<file path="config.mk">
export PLATFORM = sky130hd
export DESIGN_NAME = hss_sequencer
export DESIGN_NICKNAME = d
export VERILOG_FILES = /design/src/hss_pkg.sv /design/src/hss_sequencer.sv /design/src/hss_pattern_rom.sv
export SDC_FILE = /design/constraint.sdc
export NUM_CORES = 1
export LEC_CHECK = 0
export ABC_AREA = 1
export BUFFER_PORTS_ARGS = -buffer_cell sky130_fd_sc_hd__buf_2
export CORE_ASPECT_RATIO = 0.5
export CORE_MARGIN = 1.5
export CORE_UTILIZATION = 54
export DETAILED_ROUTE_END_ITERATION = 8
export PLACE_DENSITY = 0.75
export SKIP_CTS_REPAIR_TIMING = 1
export SYNTH_ARGS = -nofsm -noshare
export SYNTH_HDL_FRONTEND = slang
export SYNTH_HIERARCHICAL = 1
export SYNTH_SLANG_ARGS = --single-unit
</file>
<file path="constraint.sdc">
create_clock -name pclk -period 2.14 [get_ports pclk]
set_input_delay 0.214 -clock pclk [delete_from_list [all_inputs] [get_ports pclk]]
set_output_delay 0.214 -clock pclk [all_outputs]
set_load 0.01 [all_outputs]
</file>
<file path="src/hss_pkg.sv">
// package: constants and carriers for the half-step stepper sequencer
package hss_pkg;
    // ***************************************************************
    // register map (byte addresses)
    // ***************************************************************
    localparam logic [11:0] ADDR_CTRL = 12'h000;
    localparam logic [11:0] ADDR_STEPS = 12'h004;
    localparam logic [11:0] ADDR_DWELL = 12'h008;
    localparam logic [11:0] ADDR_STATUS = 12'h00C;
    localparam logic [11:0] ADDR_OUT = 12'h010;
    // ctrl fields
    localparam int CTRL_START_BIT = 0;
    localparam int CTRL_PHASE_LSB = 4;
    localparam int CTRL_PHASE_MSB = 6;
    localparam int CTRL_DIR_EN_LSB = 8;
    localparam int CTRL_DIR_EN_MSB = 15;
    // status fields
    localparam int STAT_BUSY_BIT = 0;
    localparam int STAT_REV_BIT = 1;
    localparam int STAT_PHASE_LSB = 4;
    localparam int STAT_PHASE_MSB = 6;
    // ***************************************************************
    // sequence constants
    // ***************************************************************
    localparam int SEQUENCE_LENGTH = 8;
    localparam int PHASE_W = 3;
    localparam int PAT_W = 4;
    localparam logic [PHASE_W-1:0] PHASE_MAX = 3'h7;
    localparam logic [PHASE_W-1:0] PHASE_MIN = 3'h0;
    localparam int STEPS_DEFAULT = 100;
    localparam int DWELL_DEFAULT = 2000;
    localparam logic [7:0] PIN_DIR_RESET = 8'h00;
    localparam logic [7:0] PIN_DIR_ALL_OUT = 8'hFF;
    localparam logic [7:0] PORT_RESET = 8'h00;
    localparam logic [31:0] PRDATA_NONE = 32'h0000_0000;
    // ***************************************************************
    // types
    // ***************************************************************
    typedef enum logic [2:0] {
        HSS_IDLE,
        HSS_CLEAR,
        HSS_INIT_DWELL,
        HSS_APPLY,
        HSS_DWELL
    } hss_state_t;
    typedef struct packed {
        logic [7:0] port;
        logic [7:0] dir;
    } hss_pins_t;
endpackage

</file>
<file path="src/hss_sequencer.sv">
// half-step stepper sequencer with apb registers
//
// The address map and the APB register port were left to the implementer.
`timescale 1ns/1ps
`default_nettype none
module hss_sequencer
    import hss_pkg::*;
#(
    parameter int STEP_W = 16,
    parameter int DWELL_W = 24
)
(
    // clock and reset
    input wire logic pclk,
    input wire logic presetn,
    input wire logic clk_en,
    // apb slave
    input wire logic psel,
    input wire logic penable,
    input wire logic pwrite,
    input wire logic [11:0] paddr,
    input wire logic [31:0] pwdata,
    input wire logic [3:0] pstrb,
    output logic [31:0] prdata,
    output logic pready,
    output logic pslverr,
    // motor pins
    output logic [7:0] step_output_port,
    output logic [7:0] pin_direction_reg,
    output logic [1:0] coil_a,
    output logic [1:0] coil_b,
    output logic busy
);
    // ***************************************************************
    // declarations
    // ***************************************************************
    hss_state_t state;
    logic [STEP_W-1:0] steps_cfg;
    logic [DWELL_W-1:0] dwell_cfg;
    logic [PHASE_W-1:0] start_phase;
    logic [STEP_W-1:0] steps_remaining;
    logic [STEP_W-1:0] steps_latched;
    logic [DWELL_W-1:0] dwell_latched;
    logic [DWELL_W-1:0] dwell_cnt;
    logic [PHASE_W-1:0] phase;
    logic reverse;
    logic [PAT_W-1:0] pattern;
    hss_pins_t pins;
    logic wr_en;
    logic rd_en;
    logic addr_ok;
    logic start_req;
    logic dwell_done;

    // ***************************************************************
    // functions
    // ***************************************************************
    function automatic logic [PHASE_W-1:0] next_phase_of(
        input logic [PHASE_W-1:0] p,
        input logic rev
    );
        logic [PHASE_W-1:0] r;
        r = p;
        if (!rev)
        begin
            if (p == PHASE_MAX)
                r = PHASE_MIN;
            else
                r = p + 3'h1;
        end
        else
        begin
            if (p == PHASE_MIN)
                r = PHASE_MAX;
            else
                r = p - 3'h1;
        end
        return r;
    endfunction

    function automatic logic [7:0] pat_to_port(input logic [PAT_W-1:0] p);
        return {4'h0, p};
    endfunction

    // ***************************************************************
    // apb decode
    // ***************************************************************
    assign pready = 1'b1;
    assign addr_ok = (paddr == ADDR_CTRL) || (paddr == ADDR_STEPS) ||
                     (paddr == ADDR_DWELL) || (paddr == ADDR_STATUS) ||
                     (paddr == ADDR_OUT);
    assign pslverr = psel && penable && !addr_ok;
    assign wr_en = psel && penable && pwrite && addr_ok && clk_en;
    assign rd_en = psel && !penable && !pwrite && clk_en;
    assign start_req = wr_en && (paddr == ADDR_CTRL) && pstrb[0] &&
                       pwdata[CTRL_START_BIT];

    // configuration registers
    always_ff @(posedge pclk or negedge presetn)
    begin
        if (!presetn)
        begin
            steps_cfg <= STEP_W'(STEPS_DEFAULT);
            dwell_cfg <= DWELL_W'(DWELL_DEFAULT);
            start_phase <= PHASE_MIN;
        end
        else if (wr_en)
        begin
            if (paddr == ADDR_STEPS)
                steps_cfg <= pwdata[STEP_W-1:0];
            if (paddr == ADDR_DWELL)
                dwell_cfg <= pwdata[DWELL_W-1:0];
            if (paddr == ADDR_CTRL && pstrb[0] && state == HSS_IDLE)
                start_phase <= pwdata[CTRL_PHASE_MSB:CTRL_PHASE_LSB];
        end
    end

    // pin direction register
    always_ff @(posedge pclk or negedge presetn)
    begin
        if (!presetn)
            pin_direction_reg <= PIN_DIR_RESET;
        else if (start_req && state == HSS_IDLE)
            pin_direction_reg <= PIN_DIR_ALL_OUT;
        else if (wr_en && paddr == ADDR_CTRL && pstrb[1])
            pin_direction_reg <= pwdata[CTRL_DIR_EN_MSB:CTRL_DIR_EN_LSB];
    end

    // read data, captured in the setup cycle
    always_ff @(posedge pclk or negedge presetn)
    begin
        if (!presetn)
            prdata <= PRDATA_NONE;
        else if (rd_en)
        begin
            unique case (paddr)
                ADDR_CTRL:
                    prdata <= {16'h0000, pin_direction_reg, 1'b0,
                               start_phase, 4'h0};
                ADDR_STEPS:
                    prdata <= 32'(steps_cfg);
                ADDR_DWELL:
                    prdata <= 32'(dwell_cfg);
                ADDR_STATUS:
                    prdata <= {16'(steps_remaining), 9'h000, phase, 2'h0,
                               reverse, busy};
                ADDR_OUT:
                    prdata <= {24'h000000, step_output_port};
                default:
                    prdata <= PRDATA_NONE;
            endcase
        end
    end

    // ***************************************************************
    // pattern lookup
    // ***************************************************************
    hss_pattern_rom u_rom (
        .phase(phase),
        .pattern(pattern)
    );

    assign dwell_done = (dwell_cnt == DWELL_W'(1)) ||
                        (dwell_cnt == '0);

    // ***************************************************************
    // sequencer state
    // ***************************************************************
    always_ff @(posedge pclk or negedge presetn)
    begin
        if (!presetn)
            state <= HSS_IDLE;
        else if (clk_en)
        begin
            unique case (state)
                HSS_IDLE:
                    if (start_req)
                        state <= HSS_CLEAR;
                HSS_CLEAR:
                    state <= HSS_INIT_DWELL;
                HSS_INIT_DWELL:
                    if (dwell_done)
                        state <= (steps_latched == '0) ? HSS_IDLE
                                                       : HSS_APPLY;
                HSS_APPLY:
                    state <= HSS_DWELL;
                HSS_DWELL:
                    if (dwell_done)
                    begin
                        if (steps_remaining != '0)
                            state <= HSS_APPLY;
                        else if (!reverse)
                            state <= HSS_APPLY;
                        else
                            state <= HSS_IDLE;
                    end
            endcase
        end
    end

    // move parameters sampled at request
    always_ff @(posedge pclk or negedge presetn)
    begin
        if (!presetn)
        begin
            steps_latched <= '0;
            dwell_latched <= '0;
        end
        else if (clk_en && state == HSS_IDLE && start_req)
        begin
            steps_latched <= steps_cfg;
            dwell_latched <= dwell_cfg;
        end
    end

    // dwell counter
    always_ff @(posedge pclk or negedge presetn)
    begin
        if (!presetn)
            dwell_cnt <= '0;
        else if (clk_en)
        begin
            if (state == HSS_CLEAR || state == HSS_APPLY)
                dwell_cnt <= dwell_latched;
            else if (dwell_cnt != '0)
                dwell_cnt <= dwell_cnt - DWELL_W'(1);
        end
    end

    // phase, direction and remaining count
    always_ff @(posedge pclk or negedge presetn)
    begin
        if (!presetn)
        begin
            phase <= PHASE_MIN;
            reverse <= 1'b0;
            steps_remaining <= '0;
        end
        else if (clk_en)
        begin
            unique case (state)
                HSS_IDLE:
                    if (start_req)
                    begin
                        phase <= pwdata[CTRL_PHASE_MSB:CTRL_PHASE_LSB];
                        reverse <= 1'b0;
                    end
                HSS_INIT_DWELL:
                    if (dwell_done)
                        steps_remaining <= steps_latched;
                HSS_APPLY:
                    steps_remaining <= steps_remaining - STEP_W'(1);
                HSS_DWELL:
                    if (dwell_done)
                    begin
                        if (steps_remaining == '0 && !reverse)
                        begin
                            reverse <= 1'b1;
                            steps_remaining <= steps_latched;
                            phase <= next_phase_of(phase, 1'b1);
                        end
                        else if (steps_remaining != '0)
                            phase <= next_phase_of(phase, reverse);
                    end
                default:
                    ;
            endcase
        end
    end

    // output port register
    always_ff @(posedge pclk or negedge presetn)
    begin
        if (!presetn)
            step_output_port <= PORT_RESET;
        else if (clk_en)
        begin
            if (state == HSS_IDLE && start_req)
                step_output_port <= PORT_RESET;
            else if (state == HSS_CLEAR || state == HSS_APPLY)
                step_output_port <= pat_to_port(pattern);
        end
    end

    assign pins = '{port: step_output_port, dir: pin_direction_reg};
    assign coil_b = pins.port[3:2];
    assign coil_a = pins.port[1:0];
    assign busy = (state != HSS_IDLE);
endmodule
`default_nettype wire

</file>
<file path="src/hss_pattern_rom.sv">
// pattern table: phase index to coil-drive nibble
`timescale 1ns/1ps
`default_nettype none
module hss_pattern_rom
    import hss_pkg::*;
(
    // lookup
    input wire logic [PHASE_W-1:0] phase,
    output logic [PAT_W-1:0] pattern
);
    always_comb
    begin
        unique case (phase)
            3'h0: pattern = 4'h6;
            3'h1: pattern = 4'h2;
            3'h2: pattern = 4'hA;
            3'h3: pattern = 4'h8;
            3'h4: pattern = 4'h9;
            3'h5: pattern = 4'h1;
            3'h6: pattern = 4'h5;
            3'h7: pattern = 4'h4;
        endcase
    end
endmodule
`default_nettype wire

</file>
==> results of run 1 <==
-- cell usage after synthesis, types with 3 or more instances --
| master | number |
|---|---|
| nand2_1 | 275 |
| dfrtp_1 | 165 |
| o21ai_0 | 150 |
| inv_1 | 132 |
| nor2_1 | 83 |
| nand3_1 | 47 |
| a21oi_1 | 36 |
| clkbuf_1 | 25 |
| o22ai_1 | 21 |
| o211ai_1 | 17 |
| xor2_1 | 16 |
| nand4_1 | 13 |
| buf_2 | 12 |
| o21ai_1 | 11 |
| buf_4 | 10 |
| dfstp_2 | 9 |
| mux2_2 | 8 |
| nor4_1 | 8 |
| ha_1 | 7 |
| a31oi_1 | 5 |
| nor2_2 | 5 |
| nor3_1 | 5 |
| nand2_2 | 4 |
| buf_6 | 3 |
| clkinv_1 | 3 |
| nor2_4 | 3 |
| xnor2_1 | 3 |
-- through the flow --
| step | util, % | TNS, ns |
|---|---|---|
| 2_1_floorplan | - | 0 |
| 3_3_place_gp | 61.4 | 0 |
| 3_5_place_dp | 61.4 | 0 |
| 4_1_cts | 65.0 | -0.0106 |
| 5_1_grt | 65.8 | -0.191 |
| 6_report | 65.8 | 0 |
-- cell families (layout without fill, tap and decap cells) --
group / Yosys count / in the layout / synth area share (%)
other: 2 / 5 / 0.0858
adders and majority gates: 7 / 7 / 1.00
buffers and inverters: 187 / 306 / 8.90
xor gates and xnor gates: 19 / 19 / 1.90
DFF: 174 / 174 / 49.9
and+or+nand+nor: 452 / 452 / 22.0
muxes: 8 / 8 / 1.03
AOI/OAI and AO/OA: 247 / 247 / 15.2
-- per-layer routing --
layer,track usage (%),vias to the layer above
met5,0,-
met4,8.40,0
met3,5.92,28
met2,47.1,330
met1,40.4,3881
li1,-,3772
-- critical path, delay by kind of cell (launching register included) --
| kind | cells | cell delay [ns] |
|---|---|---|
| buffers and inverters | 4 | 0.47 |
| AND/OR/NAND/NOR | 5 | 0.84 |
| flip-flops | 1 | 0.41 |
| AO/OA/AOI/OAI | 1 | 0.18 |
-- layout by cell type, fill, tap and decap left out, drive strengths merged, types with 2 or more instances in the layout --
master / synthesis / layout
conb: 2 / 5
clkbuf: 25 / 21
nand3b: 2 / 2
a21oi: 36 / 36
a31oi: 5 / 5
clkinv: 3 / 7
inv: 133 / 138
clkinvlp: 0 / 2
o211ai: 17 / 17
nand4: 14 / 14
ha: 7 / 7
nor3: 5 / 5
mux2: 8 / 8
nor2: 92 / 92
a22oi: 2 / 2
nand3: 47 / 47
o21ai: 161 / 161
nand2: 280 / 280
dfstp: 9 / 9
xnor2: 3 / 3
xor2: 16 / 16
o22ai: 21 / 21
nor4: 8 / 8
dfrtp: 165 / 165
buf: 26 / 136
-- where the power goes --
part           internal (mW)  switching, mW
clock                   1.64           1.38
combinational          0.399          0.656
sequential              3.44          0.161
total                   5.48           2.20
-- how the worst max path moves through the flow --
stage | end | slack (ns)
after floorplan | dwell_cnt[11]$_DFFE_PN0P_ | 0.36
after global placement | state[2]$_DFFE_PN0P_ | 0.16
after detailed placement | phase[1]$_DFFE_PN0P_ | 0.09
after CTS | steps_remaining[6]$_DFFE_PN0P_ | -0.008
after global routing | steps_remaining[9]$_DFFE_PN0P_ | -0.03
final | steps_remaining[6]$_DFFE_PN0P_ | 0.14
-- layout make-up --
cell class | instances | share of cell area, %
clock buffer | 20 | 4.25
tap | 204 | 2.48
multi-input combinational | 738 | 35.8
sequential | 174 | 42.5
clock inverter | 12 | 1.25
inverter | 136 | 5.02
timing repair buffer | 138 | 8.72
==> flow_metrics.env, run 1 <==
export IMPL_power_mw=7.68
export IMPL_hold_start="pwdata[16]"
export IMPL_ioPinCount=109
export IMPL_max_slew_margin_pct=64.3
export IMPL_numCtsBuffers=17
export IMPL_grt_first_pass_wirelength_mm=38.5
export IMPL_synthToLayoutAreaGrowth_pct=17.3
export IMPL_drive_above_1_share_pct=17.4
export IMPL_netlist_top_cell_by_area="dfrtp_1"
export IMPL_reg2reg_slack_ns=0.14
export IMPL_seq_area_um2=4370
export IMPL_top_layer="met4"
export IMPL_die_w_um=183
export IMPL_gr_total_overflow=0
export IMPL_wl_met1_mm=10.4
export IMPL_synth_edf_count=0
export IMPL_floorplan_initialDensity_pct=56.1
export IMPL_r2r_end="steps_remaining[6]$_DFFE_PN0P_"
export IMPL_grt_usage_pct=29.2
export IMPL_insertedDiodeCount=0
export IMPL_ir_worst_vdd_mv=0.522
export IMPL_synth_main_ff_cell="dfrtp_1"
export IMPL_htree_levels=4
export IMPL_stdcell_count=1422
export IMPL_syn_area_per_cell_um2=7.99
export IMPL_timing_rr_start="state[1]$_DFFE_PN0P_"
export IMPL_clock_sinks=174
export IMPL_dp_slack_ns=0.0946
export IMPL_row_count=32
export IMPL_die_area_um2=17000
export IMPL_worstPathArrival_ns=2.34
export IMPL_crit_required_ns=2.48
export IMPL_synth_seq_area_share_pct=49.8
export IMPL_cp_cell_sequence="nor2_1 > inv_1 > nor2_1 > inv_1 > nand2_1 > nand2_2 > nand3_4 > inv_4 > buf_12 > o21ai_0"
export IMPL_cts_tree="built"
export IMPL_fin_crit_ns=2.00
export IMPL_skew_ns=0.0145
export IMPL_wire_per_inst_um=16.5
export IMPL_multi_input_area_um2=3670
export IMPL_powerDensity_nw_per_um2=748
export IMPL_crit_start="state[1]$_DFFE_PN0P_"
export IMPL_dpl_hpwl_mm=16.7
export IMPL_clock_path_buffers=2
export IMPL_cap_viol_max_count=0
export IMPL_async_reset_ff_share_pct=100
export IMPL_drv_slew=0
export IMPL_finalCritPeriodShare_pct=93.5
export IMPL_path_max_fanout=15
export IMPL_postSynthCellCount=1096
export IMPL_ys_warn_count=6
export IMPL_yosysTopAreaCellShare_pct=47.1
export IMPL_clk_latency_ns=0.43
export IMPL_critPathKind="register to register"
export IMPL_ant_nets=0
export IMPL_viasPerCell=5.63
export IMPL_stdcell_area_um2=10300
export IMPL_grt_max_degree=56
export IMPL_outcome="finished clean"
export IMPL_nFillCells=1287
export IMPL_max_stage_delay_ns=0.41
export IMPL_via_count=8011
export IMPL_rr_worst_depth=10
export IMPL_drt_wl_total_mm=23.4
export IMPL_setup_slack_ns=0.140
export IMPL_synth_area_um2=8760
export IMPL_root_buffer="clkbuf_16"
export IMPL_placedCellCount=1385
export IMPL_nNetsFinal=1266
export IMPL_drcViolationCount=0
export IMPL_start_kind="register"
export IMPL_first_global_vias=7636
export IMPL_cpMaxStageDelayCell="dfrtp_1"
export IMPL_drt_initial_drc_count=698
export IMPL_ys_ff_latch=174
export IMPL_tightest_slew_ns=0.534
export IMPL_synth_distinct_cells=44
export IMPL_antenna_found_initial=0
export IMPL_setup_viol_count_final=0
export IMPL_first_pass_iters=5
export IMPL_rsz0062_at_grt="true"
export IMPL_dr_wl_met3_mm=1.97
export IMPL_top_register="prdata"
export IMPL_hold_class="primary input to register"
export IMPL_gp_congestion=0.960
export IMPL_timing_hold_ws_ns=0.0157
export IMPL_fp_dieH_um=93.0
export IMPL_placed_area_um2=9590
export IMPL_io_buffers=93
export IMPL_max_freq_mhz=500
export IMPL_critical_path_endpoint_type="register"
export IMPL_final_hold_violation_count=0
export IMPL_p_leak_nw=5.10
export IMPL_synth_top_cells_by_area="dfrtp_1 47%, nand2_1 12%, o21ai_0 8.6%, inv_1 5.7%, nor2_1 3.6%"
export IMPL_core_area_um2=15600
export IMPL_largest_reg_flops=32
export IMPL_met2_length_mm=10.8
export IMPL_clk_pin_slew_ns=0.07
export IMPL_whs_endpoint="dwell_cfg[16]$_DFFE_PN0P_"
export IMPL_whs_path_depth=2
(Power assumes the default switching activity.)
==> run 2, diff against run 1 <==
--- a/config.mk
+++ b/config.mk
@@ -5,7 +5,7 @@
 export SDC_FILE = /design/constraint.sdc
 export NUM_CORES = 1
 export LEC_CHECK = 0
-export ABC_AREA = 1
+export ABC_AREA = 0
 export BUFFER_PORTS_ARGS = -buffer_cell sky130_fd_sc_hd__buf_2
 export CORE_ASPECT_RATIO = 0.5
 export CORE_MARGIN = 1.5
==> run 2 against run 1 <==
The flow now finishes with violations (negative hold slack, negative setup slack); combinational power rose to 4.3 times the previous value; highest routed layer unchanged; largest power group is now combinational cells; largest cell class unchanged; non-clock buffer count grew 67; critical path type unchanged; sequential cell count is the same.
==> flow_metrics.env, run 2 <==
export IMPL_p_leak_nw=5.45
export IMPL_gp_congestion=0.966
export IMPL_max_slew_margin_pct=59.5
export IMPL_wire_per_inst_um=22.1
export IMPL_async_reset_ff_share_pct=100
export IMPL_timing_hold_ws_ns=-0.00694
export IMPL_whs_path_depth=2
export IMPL_syn_area_per_cell_um2=11.0
export IMPL_largest_reg_flops=32
export IMPL_violations="negative hold slack, negative setup slack"
export IMPL_seq_area_um2=4370
export IMPL_max_stage_delay_ns=0.59
export IMPL_post_synth_top_count_cell="dfrtp_1"
export IMPL_cap_viol_max_count=0
export IMPL_clk_latency_ns=0.45
export IMPL_drv_slew=0
export IMPL_cts_tree="built"
export IMPL_p_sw_mw=4.58
export IMPL_grt_first_pass_wirelength_mm=38.7
export IMPL_drcViolationCount=0
export IMPL_start_kind="register"
export IMPL_floorplan_initialDensity_pct=55.8
export IMPL_viasPerCell=6.37
export IMPL_yosysTopAreaCellShare_pct=47.5
export IMPL_finalCritPeriodShare_pct=110
export IMPL_ys_warn_count=6
export IMPL_antenna_found_initial=0
export IMPL_grt_usage_pct=30.0
export IMPL_first_pass_iters=8
export IMPL_powerDensity_nw_per_um2=1060
export IMPL_path_delay_family="compound AO/OA/AOI/OAI gates"
export IMPL_root_buffer="clkbuf_16"
export IMPL_clk_pin_slew_ns=0.08
export IMPL_critPathKind="register to register"
export IMPL_max_freq_mhz=424
export IMPL_synth_area_um2=8700
export IMPL_die_area_um2=16900
export IMPL_postSynthCellCount=793
export IMPL_ioPinCount=109
export IMPL_synth_distinct_cells=73
export IMPL_cp_cell_sequence="nor4_4 > buf_4 > nand4_4 > buf_6 > nand2b_2 > o41ai_2 > a22o_1"
export IMPL_final_common_cell="dfrtp_1"
export IMPL_power_mw=11.8
export IMPL_clock_path_buffers=2
export IMPL_crit_start="dwell_cnt[8]$_DFFE_PN0P_"
export IMPL_setup_slack_ns=-0.219
export IMPL_ir_worst_vdd_mv=0.748
export IMPL_layout_common_cells="165 x dfrtp_1, 92 x buf_2, 88 x buf_4"
export IMPL_synth_main_ff_cell="dfrtp_1"
export IMPL_crit_cells=7
export IMPL_skew_ns=0.0139
export IMPL_placed_area_um2=9950
export IMPL_worstPathArrival_ns=2.75
export IMPL_internal_power_mw=7.19
export IMPL_crit_buf_inv=2
export IMPL_via_count=7544
export IMPL_hold_start="pwdata[16]"
export IMPL_power_frac_comb_pct=38.3
export IMPL_synth_edf_count=0
export IMPL_drt_wl_total_mm=26.2
export IMPL_tightest_slew_ns=0.602
export IMPL_fin_util_pct=71.5
export IMPL_rsz0062_at_grt="true"
export IMPL_p_clk_share_pct=28.1
export IMPL_die_w_um=182
export IMPL_ys_top_cells_by_count="165 x dfrtp_1, 87 x nand2_1, 61 x nor2_1"
export IMPL_hold_class="primary input to register"
export IMPL_synth_top_cells_by_area="dfrtp_1 47%, mux2_4 6.4%, mux2_2 6.2%, nand2_1 3.8%, dfstp_2 2.7%"
export IMPL_insertedDiodeCount=0
export IMPL_htree_levels=4
export IMPL_grt_max_degree=59
export IMPL_drive_above_1_share_pct=42.9
export IMPL_rr_worst_depth=7
export IMPL_cpMaxStageDelayCell="o41ai_2"
export IMPL_critical_path_endpoint_type="register"
export IMPL_netlist_top_cell_by_area="dfrtp_1"
export IMPL_outcome="finished, violations left"
export IMPL_synthToLayoutAreaGrowth_pct=28.1
export IMPL_synth_seq_area_share_pct=50.2
export IMPL_fin_crit_ns=2.36
export IMPL_p_sw_share_pct=38.9
export IMPL_crit_required_ns=2.53
export IMPL_power_frac_seq_pct=33.6
export IMPL_ant_nets=0
export IMPL_gr_total_overflow=0
export IMPL_row_count=32
export IMPL_fp_dieH_um=92.7
export IMPL_final_hold_violation_count=2
export IMPL_multi_input_area_um2=4350
export IMPL_path_max_fanout=5
export IMPL_setup_viol_count_final=37
export IMPL_drt_initial_drc_count=867
export IMPL_nNetsFinal=1029
export IMPL_first_global_vias=6922
export IMPL_nFillCells=1070
export IMPL_numCtsBuffers=17
export IMPL_timing_rr_start="dwell_cnt[8]$_DFFE_PN0P_"
export IMPL_dp_slack_ns=-0.171
export IMPL_io_buffers=93
export IMPL_dpl_hpwl_mm=17.3
export IMPL_stdcell_area_um2=11100
export IMPL_clock_sinks=174
export IMPL_core_area_um2=15600
export IMPL_top_register="prdata"
export IMPL_ys_ff_latch=174
-- run 2: changes by cell type after synthesis, sizes merged, moves of 12 or more --
cell / change
nand2: -192
inv: -124
o21ai: -107
mux2: +78
nor2: -31
nand3: -28
a22oi: +21
nor3: +20
xor2: -16
a222oi: +14
o211ai: -14
o22ai: -13
nor4: +12
-- run 2: logic make-up after synthesis --
logic type	after synthesis	share of synthesized area, %
buf+inv	62	3.91
simple gates	248	14.7
other cells	2	0.0863
compound gates	204	16.3
fa+ha+maj	7	1.01
flops	174	50.2
mux	96	13.9
-- run 2: power groups by stage --
stage | logic (mW) | clock network, mW | registers, mW
6_report | 4.51 | 3.31 | 3.95
5_1_grt | 4.83 | 3.46 | 3.98
4_1_cts | 3.72 | 3.32 | 3.90
3_5_place_dp | 3.65 | 0 | 3.95
3_3_place_gp | 3.57 | 0 | 3.94
2_1_floorplan | 2.12 | 0 | 3.98
-- run 2: path summary, 6_finish.rpt --
check                                                    to  slack [ns]
setup / recovery                  dwell_cnt[23]$_DFFE_PN0P_       -0.22
hold / removal                    dwell_cfg[16]$_DFFE_PN0P_      -0.007
setup reg to reg                  dwell_cnt[23]$_DFFE_PN0P_       -0.22
hold reg to reg                      prdata[10]$_DFFE_PN0P_        0.49
max in group asynchronous         dwell_cnt[18]$_DFFE_PN0P_        1.14
min in group asynchronous  pin_direction_reg[6]$_DFFE_PN0P_        0.29
-- run 2: final cells by class --
| type | count | area share [%] |
|---|---|---|
| Timing Repair Buffer | 205 | 13.4 |
| Clock inverter | 15 | 1.85 |
| Sequential cell | 174 | 39.2 |
| Inverter | 10 | 0.371 |
| Multi-Input combinational cell | 560 | 39.0 |
| Tap cell | 204 | 2.29 |
| Clock buffer | 17 | 3.82 |
-- run 2: metrics by stage --
stage / setup TNS (ns) / hold WS [ns] / instances
2_1_floorplan: -0.0787 / -0.0816 / 796
3_3_place_gp: -0.281 / 0.219 / 1132
3_5_place_dp: -0.731 / 0.230 / 1132
4_1_cts: -1.35 / -0.241 / 1164
5_1_grt: -6.31 / -0.00310 / 1185
6_report: -2.86 / -0.00694 / 1185
-- run 2: layer usage --
metal  vias to the layer above  share of wire [%]  GRT usage, %
li1                       3289                  -             -
met1                      3797                 44          45.2
met2                       409                 45          43.9
met3                        49                8.7          5.74
met4                         0                1.7          8.68
met5                         -                  0             0
==> run 3, diff against run 2 <==
==> constraint.sdc (replaced) <==
create_clock -name pclk -period 2.14 [get_ports pclk]
set_input_delay 0.535 -clock pclk [delete_from_list [all_inputs] [get_ports pclk]]
set_output_delay 0.535 -clock pclk [all_outputs]
set_load 0.01 [all_outputs]
==> run 3 against run 2 <==
Largest cell class unchanged; register-to-register slack improved by 0.11 ns; sequential cell count did not move; critical path depth rose by 1; the run ends with negative setup slack left; power fell by 3.0%; clock-buffer cell count did not move; sequential power barely moved.
==> flow_metrics.env, run 3 (synthesis results as in run 2) <==
export IMPL_outcome="finished, violations left"
export IMPL_violations="negative setup slack"
export IMPL_cp_cell_sequence="nor4_4 > buf_4 > nand4_4 > buf_4 > nor3_2 > a21boi_2 > o211ai_2 > mux2_1"
export IMPL_cap_viol_max_count=0
export IMPL_synthToLayoutAreaGrowth_pct=27.9
export IMPL_floorplan_initialDensity_pct=55.8
export IMPL_hold_class="primary input to async pin"
export IMPL_drv_slew=0
export IMPL_nFillCells=1023
export IMPL_tightest_slew_ns=0.656
export IMPL_dpl_hpwl_mm=17.0
export IMPL_clk_latency_ns=0.44
export IMPL_p_leak_nw=5.44
export IMPL_max_freq_mhz=445
export IMPL_root_buffer="clkbuf_16"
export IMPL_stdcell_count=1194
export IMPL_dp_slack_ns=-0.198
export IMPL_drive_above_1_share_pct=42.8
export IMPL_skew_ns=0.0178
export IMPL_path_max_fanout=3
export IMPL_core_area_um2=15600
export IMPL_wire_per_inst_um=21.1
export IMPL_clk_pin_slew_ns=0.08
export IMPL_crit_buf_inv=2
export IMPL_seq_area_um2=4370
export IMPL_gr_total_overflow=0
export IMPL_fin_crit_ns=2.25
export IMPL_finalCritPeriodShare_pct=105
export IMPL_top_register="prdata"
export IMPL_first_pass_iters=7
export IMPL_placedCellCount=1146
export IMPL_first_global_vias=7016
export IMPL_multi_input_area_um2=4340
export IMPL_critical_path_endpoint_type="register"
export IMPL_via_count=7461
export IMPL_max_stage_delay_ns=0.41
export IMPL_gp_congestion=0.964
export IMPL_ant_nets=0
export IMPL_setup_tns_ns=-0.885
export IMPL_critPathKind="register to register"
export IMPL_max_slew_margin_pct=56.2
export IMPL_setup_slack_ns=-0.107
export IMPL_fp_dieH_um=92.7
export IMPL_final_hold_violation_count=0
export IMPL_setup_viol_count_final=22
export IMPL_antenna_found_initial=0
export IMPL_path_delay_family="simple AND/OR/NAND/NOR gates"
export IMPL_final_common_cell="dfrtp_1"
export IMPL_powerDensity_nw_per_um2=1030
export IMPL_drt_initial_drc_count=819
export IMPL_htree_levels=4
export IMPL_crit_required_ns=2.47
export IMPL_worstPathArrival_ns=2.57
export IMPL_cts_tree="built"
export IMPL_layout_common_cells="165 x dfrtp_1, 102 x buf_4, 92 x buf_2"
export IMPL_nNetsFinal=1038
export IMPL_insertedDiodeCount=0
export IMPL_drcViolationCount=0
export IMPL_clock_sinks=174
export IMPL_ir_worst_vdd_mv=0.708
export IMPL_row_count=32
export IMPL_die_area_um2=16900
export IMPL_grt_first_pass_wirelength_mm=38.1
export IMPL_drt_wl_total_mm=25.2
export IMPL_grt_usage_pct=29.3
export IMPL_start_kind="register"
export IMPL_viasPerCell=6.25
export IMPL_io_buffers=93
export IMPL_numCtsBuffers=17
export IMPL_grt_max_degree=52
export IMPL_largest_reg_flops=32
export IMPL_clock_path_buffers=2
export IMPL_cpMaxStageDelayCell="dfrtp_1"
export IMPL_rsz0062_at_grt="true"
export IMPL_die_w_um=182
export IMPL_ioPinCount=109
export IMPL_crit_path_frequent_cell="buf_4"
-- run 3: changes by cell type in the layout (fill, tap and decap cells not counted), sizes merged --
| cell | previous run | this run |
|---|---|---|
| dlygate4sd3 | 2 | 0 |
| buf | 201 | 213 |
| clkinvlp | 2 | 4 |
| bufinv | 1 | 0 |
| inv | 17 | 16 |
| clkbuf | 19 | 18 |
-- run 3: final timing paths --
path	to	slack, ns	cells after the start	from
min	steps_cfg[8]$_DFFE_PN0P_	0.04	1	presetn
min in group pclk	dwell_cfg[23]$_DFFE_PN0P_	0.34	2	pwdata[23]
min reg2reg	prdata[8]$_DFFE_PN0P_	0.48	2	prdata[8]$_DFFE_PN0P_
max in group asynchronous	steps_cfg[6]$_DFFE_PN1P_	1.36	2	presetn
max	phase[2]$_DFFE_PN0P_	-0.11	8	dwell_cnt[8]$_DFFE_PN0P_
max reg2reg	phase[2]$_DFFE_PN0P_	-0.11	8	dwell_cnt[8]$_DFFE_PN0P_
-- run 3: routing by layer --
layer	track usage (%)	share of wire [%]	vias up
li1	-	-	3300
met4	7.64	1.9	0
met1	42.3	44	3700
met5	0	0	-
met2	44.8	45	415
met3	6.57	9.2	46
-- run 3: per-stage QoR --
| step | total power [mW] | instance area (um^2) | hold slack (ns) | util (%) |
|---|---|---|---|---|
| final | 11.4 | 11100 | 0.0448 | 71.5 |
| after global routing | 11.9 | 11100 | 0.0704 | 71.5 |
| after CTS | 10.7 | 10700 | 0.0483 | 68.4 |
| after detailed placement | 7.65 | 10100 | 0.466 | 64.7 |
| after global placement | 7.52 | 10100 | 0.460 | 64.7 |
| after floorplan | 6.10 | 8730 | 0.239 | - |
-- run 3: layout make-up --
cell class / instances / share of cell area [%]
Tap cell: 204 / 2.29
Clock buffer: 17 / 3.82
Inverter: 10 / 0.337
Clock inverter: 15 / 1.35
Timing Repair Buffer: 214 / 14.0
Sequential cell: 174 / 39.2
Multi-Input combinational cell: 560 / 39.0
-- run 3: power breakdown --
part | internal [mW] | switching [mW] | total [mW]
Combinational | 1.89 | 2.55 | 4.44
Sequential | 3.60 | 0.341 | 3.94
Clock | 1.55 | 1.49 | 3.04
Total | 7.04 | 4.38 | 11.4
